$ cat config.mk
export PLATFORM = sky130hd
export DESIGN_NAME = dacmu_regs
export DESIGN_NICKNAME = d
export VERILOG_FILES = /design/src/dacmu_pkg.sv /design/src/dacmu_regs.sv
export VERILOG_INCLUDE_DIRS = /design/src /design/src/src
export SDC_FILE = /design/constraint.sdc
export NUM_CORES = 1
export LEC_CHECK = 0
export ABC_AREA = 1
export BUFFER_PORTS_ARGS = -buffer_cell sky130_fd_sc_hd__buf_2
export CAP_MARGIN = 20
export CORE_UTILIZATION = 55
export CTS_BUF_LIST = sky130_fd_sc_hd__clkbuf_8
export DETAILED_ROUTE_END_ITERATION = 12
export GPL_TIMING_DRIVEN = 0
export PLACE_DENSITY = 0.94
export SLEW_MARGIN = 25
export SYNTH_ARGS = -nofsm -noshare
export SYNTH_HDL_FRONTEND = slang
export SYNTH_SLANG_ARGS = --single-unit
$ cat constraint.sdc
create_clock -name clk -period 3.3 [get_ports clk]
set_input_delay 0.99 -clock clk [delete_from_list [all_inputs] [get_ports clk]]
set_output_delay 0.99 -clock clk [all_outputs]
set_load 0.1 [all_outputs]
$ cat src/dacmu_cfg.svh
// register offsets, field positions and reset values for the dac mu control/status bank
`ifndef DACMU_CFG_SVH
`define DACMU_CFG_SVH
`define DACMU_ADDR_SMP_LO 8'h19
`define DACMU_ADDR_SMP_HI 8'h1a
`define DACMU_ADDR_PHASE 8'h1b
`define DACMU_ADDR_CLKIN_LO 8'h1b
`define DACMU_ADDR_CLKIN_HI 8'h1c
`define DACMU_ADDR_LOCK 8'h21
`define DACMU_ADDR_DUTY 8'h22
`define DACMU_ADDR_CROSS 8'h23
`define DACMU_ADDR_PDET 8'h24
`define DACMU_ADDR_MUDUTY 8'h25
`define DACMU_ADDR_MUCFG 8'h26
`define DACMU_ADDR_MUSRCH 8'h27
`define DACMU_ADDR_DELAY_CTRL_DELAY_VALUE_HI 8'h28
`define DACMU_ADDR_MUSTAT 8'h2a
`define DACMU_BIT_SYNC_TRK 7
`define DACMU_BIT_SYNC_LOST_FLAG 5
`define DACMU_BIT_SYNC_LOCKED_FLAG 4
`define DACMU_BIT_RCVR_TRK 3
`define DACMU_BIT_RECEIVER_LOST_FLAG 1
`define DACMU_BIT_RECEIVER_LOCKED_FLAG 0
`define DACMU_BIT_DUTY_EN 4
`define DACMU_BIT_CROSS_AUTO 7
`define DACMU_BIT_CROSS_ON 4
`define DACMU_BIT_CROSS_DIR 3
`define DACMU_BIT_BOOST 5
`define DACMU_BIT_PDET 4
`define DACMU_BIT_MUDUTY 7
`define DACMU_RST_MUCFG 8'h42
`define DACMU_RST_ZERO 8'h00
`define DACMU_DELAY_CTRL_DELAY_VALUE_MAX 9'h1_b0
`define DACMU_PHASE_MAX 5'h1_0
`endif

$ cat src/dacmu_pkg.sv
// types for the dac mu control/status bank
package dacmu_pkg;
    typedef enum logic [1:0] {
        DACMU_SEARCH_TRACK,
        DACMU_SEARCH_ONLY,
        DACMU_TRACK_ONLY,
        DACMU_MODE_RSVD
    } dacmu_mode_t;
    typedef struct packed {
        logic sync_tracking_flag;
        logic sync_locked_flag;
        logic receiver_tracking_flag;
        logic receiver_locked_flag;
    } dacmu_lock_t;
    typedef struct packed {
        logic duty_en;
        logic cross_auto;
        logic cross_on;
        logic cross_dir;
        logic [2:0] cross_offset;
    } dacmu_clkctl_t;
    typedef struct packed {
        logic enable;
        logic slope;
        logic [1:0] mode;
        logic [1:0] gain;
        logic [1:0] search_direction;
        logic [4:0] target_phase;
        logic [8:0] delay_ctrl_delay_value;
        logic comparator_boost_bias;
        logic phase_detector_enable;
        logic delay_ctrl_duty_enable;
    } dacmu_muctl_t;
endpackage

$ cat src/dacmu_regs.sv
// configuration and status register bank of the dac receiver and mu controllers
`timescale 1ns/10ps
`include "dacmu_cfg.svh"
// Contract
// - sample delay 10-bit value read back across 0x19 and 0x1A once tracking.
// - clock-in delay 10-bit value read back, normally equal to sample delay.
// - two-bit sync output phase select read back at bits 3:2.
// - two-bit divider phase status read back at bits 1:0.
// - tracking flags for sync and receiver read 1 once tracking established.
// - lock flags for sync and receiver read 1 while locked.
// - lost-lock flags stick at 1 after any lock loss until cleared.
// - duty-cycle loop runs while its enable bit is 1.
// - crossing-auto 1 applies crossing control without signal; 0 only with signal.
// - crossing loop runs while its enable bit is 1.
// - crossing direction 1 lowers, 0 raises the crossing point.
// - three-bit crossing offset scales adjustment range, zeros smallest.
// - slope bit picks negative 0 or positive 1 lock, resets positive.
// - mode field selects search-track, search-only or track-only.
// - read-select 1 returns current mu delay through the delay fields.
// - two-bit tracking gain resets to 01.
// - mu controller runs only while its enable bit is 1.
// - mu delay lsb sits in bit 7 of a separate register.
// - search direction selects down, up or down-then-up.
// - five-bit target phase, valid up to 16.
// - disabled mu delay sets the delay up to 432; enabled it seeds search.
// - mu lock flag reads 1 while locked.
module dacmu_regs (
    // clock, reset, enable
    input wire logic clk,
    input wire logic sys_rst,
    input wire logic clk_en,
    // serial port register access, already deserialised
    input wire logic reg_wr,
    input wire logic reg_rd,
    input wire logic [7:0] reg_addr,
    input wire logic [7:0] reg_wdata,
    output logic [7:0] reg_rdata,
    output logic reg_rvalid,
    // receiver and sync controller status
    input wire logic [9:0] sample_delay_value,
    input wire logic [9:0] clock_in_delay_value,
    input wire logic [1:0] sync_output_phase,
    input wire logic [1:0] divider_phase,
    input wire dacmu_pkg::dacmu_lock_t lock_in,
    input wire logic lost_flag_clear,
    // mu controller status
    input wire logic [8:0] delay_ctrl_current,
    input wire logic delay_ctrl_locked_in,
    input wire logic input_signal_detect,
    // control out
    output dacmu_pkg::dacmu_clkctl_t clkctl,
    output logic duty_loop_run,
    output logic cross_loop_run,
    output dacmu_pkg::dacmu_muctl_t muctl,
    output logic [8:0] delay_ctrl_setting,
    output logic delay_ctrl_run
);
    import dacmu_pkg::*;

    logic sync_lost_ff;
    logic rcvr_lost_ff;
    logic [1:0] track_q_ff;
    logic [1:0] lock_q_ff;
    logic [7:0] nxt_rdata;
    logic [8:0] mu_readback;
    logic [8:0] nxt_delay;
    localparam logic [7:0] mucfg_rst = `DACMU_RST_MUCFG;

    // clock input loop controls
    always_ff @(posedge clk) begin
        if (sys_rst) begin
            clkctl <= '0;
        end else if (clk_en && reg_wr) begin
            if (reg_addr == `DACMU_ADDR_DUTY) begin
                clkctl.duty_en <= reg_wdata[`DACMU_BIT_DUTY_EN];
            end
            if (reg_addr == `DACMU_ADDR_CROSS) begin
                clkctl.cross_auto <= reg_wdata[`DACMU_BIT_CROSS_AUTO];
                clkctl.cross_on <= reg_wdata[`DACMU_BIT_CROSS_ON];
                clkctl.cross_dir <= reg_wdata[`DACMU_BIT_CROSS_DIR];
                clkctl.cross_offset <= reg_wdata[2:0];
            end
        end
    end

    // loop run qualifiers
    always_ff @(posedge clk) begin
        if (sys_rst) begin
            duty_loop_run <= 1'b0;
            cross_loop_run <= 1'b0;
        end else if (clk_en) begin
            duty_loop_run <= clkctl.duty_en;
            // without auto, crossing control waits for a detected input
            cross_loop_run <= clkctl.cross_on && (clkctl.cross_auto || input_signal_detect);
        end
    end

    // mu controller configuration
    always_ff @(posedge clk) begin
        if (sys_rst) begin
            muctl <= '0;
            muctl.slope <= mucfg_rst[6];
            muctl.gain <= mucfg_rst[2:1];
        end else if (clk_en && reg_wr) begin
            case (reg_addr)
                `DACMU_ADDR_PDET: begin
                    muctl.comparator_boost_bias <= reg_wdata[`DACMU_BIT_BOOST];
                    muctl.phase_detector_enable <= reg_wdata[`DACMU_BIT_PDET];
                end
                `DACMU_ADDR_MUDUTY: begin
                    muctl.delay_ctrl_duty_enable <= reg_wdata[`DACMU_BIT_MUDUTY];
                end
                `DACMU_ADDR_MUCFG: begin
                    muctl.slope <= reg_wdata[6];
                    muctl.mode <= reg_wdata[5:4];
                    muctl.gain <= reg_wdata[2:1];
                    muctl.enable <= reg_wdata[0];
                end
                `DACMU_ADDR_MUSRCH: begin
                    muctl.delay_ctrl_delay_value[0] <= reg_wdata[7];
                    muctl.search_direction <= reg_wdata[6:5];
                    muctl.target_phase <= reg_wdata[4:0];
                end
                `DACMU_ADDR_DELAY_CTRL_DELAY_VALUE_HI: begin
                    muctl.delay_ctrl_delay_value[8:1] <= reg_wdata;
                end
                default: begin
                end
            endcase
        end
    end

    // read bit kept separately since muctl has no slot for it
    logic read_sel_ff;
    always_ff @(posedge clk) begin
        if (sys_rst) begin
            read_sel_ff <= 1'b0;
        end else if (clk_en && reg_wr && reg_addr == `DACMU_ADDR_MUCFG) begin
            read_sel_ff <= reg_wdata[3];
        end
    end

    // clamp direct delay to the line's last tap
    always_comb begin
        nxt_delay = muctl.delay_ctrl_delay_value;
        if (!muctl.enable && nxt_delay > `DACMU_DELAY_CTRL_DELAY_VALUE_MAX) begin
            nxt_delay = `DACMU_DELAY_CTRL_DELAY_VALUE_MAX;
        end
    end

    always_ff @(posedge clk) begin
        if (sys_rst) begin
            delay_ctrl_setting <= '0;
            delay_ctrl_run <= 1'b0;
        end else if (clk_en) begin
            delay_ctrl_setting <= nxt_delay;
            delay_ctrl_run <= muctl.enable;
        end
    end

    // lost-lock: a falling lock sets the flag, and the set beats a same-cycle clear
    always_ff @(posedge clk) begin
        if (sys_rst) begin
            lock_q_ff <= '0;
            track_q_ff <= '0;
            sync_lost_ff <= 1'b0;
            rcvr_lost_ff <= 1'b0;
        end else if (clk_en) begin
            lock_q_ff <= {lock_in.sync_locked_flag, lock_in.receiver_locked_flag};
            track_q_ff <= {lock_in.sync_tracking_flag, lock_in.receiver_tracking_flag};
            if (lock_q_ff[1] && !lock_in.sync_locked_flag) begin
                sync_lost_ff <= 1'b1;
            end else if (lost_flag_clear) begin
                sync_lost_ff <= 1'b0;
            end
            if (lock_q_ff[0] && !lock_in.receiver_locked_flag) begin
                rcvr_lost_ff <= 1'b1;
            end else if (lost_flag_clear) begin
                rcvr_lost_ff <= 1'b0;
            end
        end
    end

    // mu delay as seen by the read fields
    assign mu_readback = read_sel_ff ? delay_ctrl_current : muctl.delay_ctrl_delay_value;

    always_comb begin
        nxt_rdata = `DACMU_RST_ZERO;
        case (reg_addr)
            `DACMU_ADDR_SMP_LO: nxt_rdata = {sample_delay_value[1:0], 6'h00};
            `DACMU_ADDR_SMP_HI: nxt_rdata = sample_delay_value[9:2];
            `DACMU_ADDR_PHASE: nxt_rdata = {clock_in_delay_value[1:0], 2'b00, sync_output_phase, divider_phase};
            `DACMU_ADDR_CLKIN_HI: nxt_rdata = clock_in_delay_value[9:2];
            `DACMU_ADDR_LOCK: begin
                nxt_rdata[`DACMU_BIT_SYNC_TRK] = track_q_ff[1];
                nxt_rdata[`DACMU_BIT_SYNC_LOST_FLAG] = sync_lost_ff;
                nxt_rdata[`DACMU_BIT_SYNC_LOCKED_FLAG] = lock_q_ff[1];
                nxt_rdata[`DACMU_BIT_RCVR_TRK] = track_q_ff[0];
                nxt_rdata[`DACMU_BIT_RECEIVER_LOST_FLAG] = rcvr_lost_ff;
                nxt_rdata[`DACMU_BIT_RECEIVER_LOCKED_FLAG] = lock_q_ff[0];
            end
            `DACMU_ADDR_DUTY: nxt_rdata[`DACMU_BIT_DUTY_EN] = clkctl.duty_en;
            `DACMU_ADDR_CROSS: nxt_rdata = {clkctl.cross_auto, 2'b00, clkctl.cross_on, clkctl.cross_dir,
                clkctl.cross_offset};
            `DACMU_ADDR_PDET: nxt_rdata = {2'b00, muctl.comparator_boost_bias, muctl.phase_detector_enable, 4'h0};
            `DACMU_ADDR_MUDUTY: nxt_rdata = {muctl.delay_ctrl_duty_enable, 7'h00};
            `DACMU_ADDR_MUCFG: nxt_rdata = {1'b0, muctl.slope, muctl.mode, read_sel_ff, muctl.gain, muctl.enable};
            `DACMU_ADDR_MUSRCH: nxt_rdata = {mu_readback[0], muctl.search_direction, muctl.target_phase};
            `DACMU_ADDR_DELAY_CTRL_DELAY_VALUE_HI: nxt_rdata = mu_readback[8:1];
            `DACMU_ADDR_MUSTAT: nxt_rdata = {7'h00, delay_ctrl_locked_in};
            default: nxt_rdata = `DACMU_RST_ZERO;
        endcase
    end

    always_ff @(posedge clk) begin
        if (sys_rst) begin
            reg_rdata <= '0;
            reg_rvalid <= 1'b0;
        end else if (clk_en) begin
            reg_rvalid <= reg_rd;
            if (reg_rd) begin
                reg_rdata <= nxt_rdata;
            end
        end
    end
endmodule

# After elaboration in Yosys (flattened, before gate mapping)

Index checks and enable logic that the tools add are counted.
Widths: inputs -> output; s select.

Multiply operators: 0
Shifts and indexed selects: 0
Div/mod/pow operators: 0
Reduce and logical (&&, ||, !) cells: 22
Bitwise gates (word level): 0
$lt $le $gt $ge: 1
Equal/unequal tests: 13
Muxes and demuxes: 12
Add/subtract/negate cells: 0

Operators by type and width:

| operator           | number |
|---|---|
| $eq 8x6->1 const B | 9 |
| $eq 8x5->1 const B | 4 |
| $pmux 1 s7         | 3 |
| $reduce_and 2->1   | 10 |
| $mux 9             | 2 |
| $pmux 1 s9         | 2 |
| $pmux 2 s9         | 1 |
| $gt 9x9->1 const B | 1 |
| $pmux 1 s8         | 1 |
| $logic_and 1x1->1  | 6 |
| $reduce_bool 2->1  | 2 |
| $logic_not 1->1    | 3 |
| $mux 1             | 3 |
| $logic_or 1x1->1   | 1 |

Memory bits (read-only): 0
Bits in registers: 60
Input port bits: 61
Memories kept: 0
Memory bits (writable): 0
Logic and storage cells: 75
Latch bits: 0

# Depth between registers and ports, before layout

Word-level depth: 4
Mapped depth: 12

# Least setup slack after synthesis

Ideal clock, no wire load.

Path kind: input port to flip-flop
From: input port reg_addr[4]
To: register clkctl[0] (netlist bit)
Cell stages on the path: 8
Path buffers: 2
Path slack: 1.340 ns
Data arrival time: 1.840 ns
Setup time: 0.120 ns
Path through: inv_1 > nand2_2 > nor2_8 > buf_6 > nand3_1 > buf_2 > o21ai_0 > a21oi_1

Cells in the longest elaborated chain, start to end: 2

RTL lines:

| what                              | line             | RTL |
|---|---|---|
| start: declaration                | dacmu_regs.sv:35 | `input wire logic [7:0] reg_addr,` |
| $eq 8x6->1                        | n/a              |  |
| $reduce_and 2->1 (no source line) | n/a              |  |
| end: declaration                  | dacmu_regs.sv:51 | `output dacmu_pkg::dacmu_clkctl_t clkctl,` |

Every way passes these cells.
A chain may end at the register's enable or synchronous reset.

# Worst setup path after layout

From: register clkctl[3] (netlist bit)
To: output port clkctl[3] (netlist bit)

No word-level cell between the ends.

==> results.json <==
{
  "ys_seq_elements": 60,
  "hold_path.class": "reg -> reg",
  "final_nets": 624,
  "clk_path_buf_depth": 2,
  "core_area_um2": 5170,
  "critPathBufInv": 1,
  "multi_input_area_um2": 1470,
  "worstPathArrival_ns": 1.20,
  "clock.fmax_mhz": 456,
  "cts_root_buf": "clkbuf_8",
  "slew_headroom": 0.657,
  "total_power_w": 0.00175,
  "clk_pin_slew_ns": 0.07,
  "crit_required_ns": 2.31,
  "first_global_vias": 3130,
  "grt.overflow.total": 0,
  "min_period_over_period": 0.665,
  "yosysUniqueCellTypes": 26,
  "viasPerCell": 5.57,
  "final_common_cell": "buf_2",
  "hold_viol": 0,
  "area_growth_pct": 29.5,
  "cp-start-kind": "register",
  "grt_antenna_before_repair": 0,
  "setup_viol": 0,
  "cp_top_family": "buffers and inverters",
  "seq_area_um2": 1200,
  "die_h_um": 75.7,
  "port_buffers": 112,
  "pre_cts_ws_ns": 1.02,
  "setup-tns-final_ns": 0,
  "fillers": 410,
  "layout_common_cells": "buf_2 (119), nand2_1 (61), dfxtp_1 (60)",
  "critPathSlowestCell": "buf_2",
  "syn-instance-count": 440,
  "vdd_drop_max_v": 0.000336,
  "rsz0062_at_grt": "no",
  "floorplan.initialDensity": 0.578,
  "cts_tree": "done",
  "postCtsHoldBufs": 0,
  "timing.critical_path.cells": "buf_2",
  "wl_um": 9910,
  "avgSynthCellArea_um2": 6.79,
  "fin_crit_ns": 2.19,
  "status": "finished, final reports clean",
  "worst_pin_slew_ns": 0.514,
  "grt_max_degree": 12,
  "grt_pass1_wl_um": 14600,
  "cts_resized": 0,
  "end_kind": "output pin",
  "hpwl_um": 7460,
  "final_util": 0.748,
  "clk_latency_ns": 0.36,
  "power_density_nw_per_um2": 453,
  "drt-wirelength-per-cell_um": 15.5,
  "drcViolationCount": 0,
  "drtIter0Drc": 313,
  "routabilityCongestion": 0.943,
  "leakage_nw": 1.81,
  "finalMaxSlewViolations": 0,
  "syn-num-nets": 501,
  "syn_area_um2": 2990,
  "drt-pass1-iter-count": 5,
  "dieArea_um2": 5730,
  "io-pin-count": 114,
  "track_usage": 0.355,
  "fin_ws_ns": 1.11,
  "clock-skew-final_ns": 0.00740,
  "cap_viol_max_count": 0,
  "drive_above_1_share": 0.287,
  "max_stage_delay_ns": 0.45,
  "critPathKind": "reg -> out",
  "cts_setup_buffers": 0,
  "ys_seq_area_frac": 0.402,
  "htree_levels": 3,
  "fp.dieW_um": 75.7,
  "numClockSinks": 60,
  "ant_nets": 0,
  "cp_max_fo": 3,
  "diodes": 0,
  "ys_warn_count": 0,
  "num_rows": 26,
  "vias": 3552,
  "worst_hold_slack_ns": 0.460,
  "cts_made_buffers": 9
}
[kinds of logic after synthesis]
| kind of cell | Yosys count | share of synthesized area |
|---|---|---|
| AO/OA/AOI/OAI | 125 | 0.211 |
| buffers and inverters | 77 | 0.106 |
| flip-flops | 60 | 0.402 |
| AND/OR/NAND/NOR | 178 | 0.281 |
[flip-flops by register name, indices dropped and copies added (netlist names), 2 cells and up]
signal              cells
delay_ctrl_setting      9
reg_rdata               8
track_q_ff              2
clkctl                  7
lock_q_ff               2
muctl                  25
[through the flow]
| stage | std cells | cell area [um^2] |
|---|---|---|
| floorplan | 440 | 2990 |
| global placement | 622 | 3640 |
| detailed placement | 622 | 3640 |
| CTS | 638 | 3870 |
| global route | 638 | 3870 |
| finish | 638 | 3870 |
[layout make-up]
cell class / count / area share
plain buffers: 21 / 0.0275
clock buffers: 11 / 0.0391
clock inverters: 5 / 0.0213
inverters: 56 / 0.0543
multi-input cells: 303 / 0.380
flip-flops and latches: 60 / 0.310
well taps: 70 / 0.0226
repair buffers: 112 / 0.145
[layer usage]
layer  wire length [um]  global-route usage  vias up
met5                  0                   0        -
met4                463               0.208        0
met3                959              0.0701       49
met2               4470               0.572      212
met1               4010               0.444     1588
li1                   -                   -     1703
[path summary, 6_finish.rpt]
check               from      endpoint  slack, ns  depth (start not counted)
max            clkctl[3]     clkctl[3]       1.11                          1
min            clkctl[2]     clkctl[2]       0.46                          2
max reg2reg  read_sel_ff  reg_rdata[7]       1.83                          9
min reg2reg    clkctl[2]     clkctl[2]       0.46                          2
[Yosys cell counts (all sizes together)]
library cell | count | area, um^2
nand2 | 69 | 279
o21ai | 69 | 345
dfxtp | 60 | 1200
inv | 56 | 210
a21oi | 53 | 265
nand3 | 53 | 275
nor2 | 48 | 234
buf | 11 | 68.8
clkbuf | 10 | 37.5
nand4 | 4 | 25.0
a211oi | 1 | 7.51
and3 | 1 | 6.26
nor3 | 1 | 5.00
nor3b | 1 | 7.51
nor4 | 1 | 6.26
o21a | 1 | 7.51
o22ai | 1 | 6.26
[power breakdown]
group / switching [W] / internal (W) / total, W
Sequential: 0.00000768 / 0.000740 / 0.000747
Combinational: 0.000176 / 0.0000584 / 0.000234
Clock: 0.000305 / 0.000469 / 0.000773
Note: power is estimated with default switching activity, not from simulation.
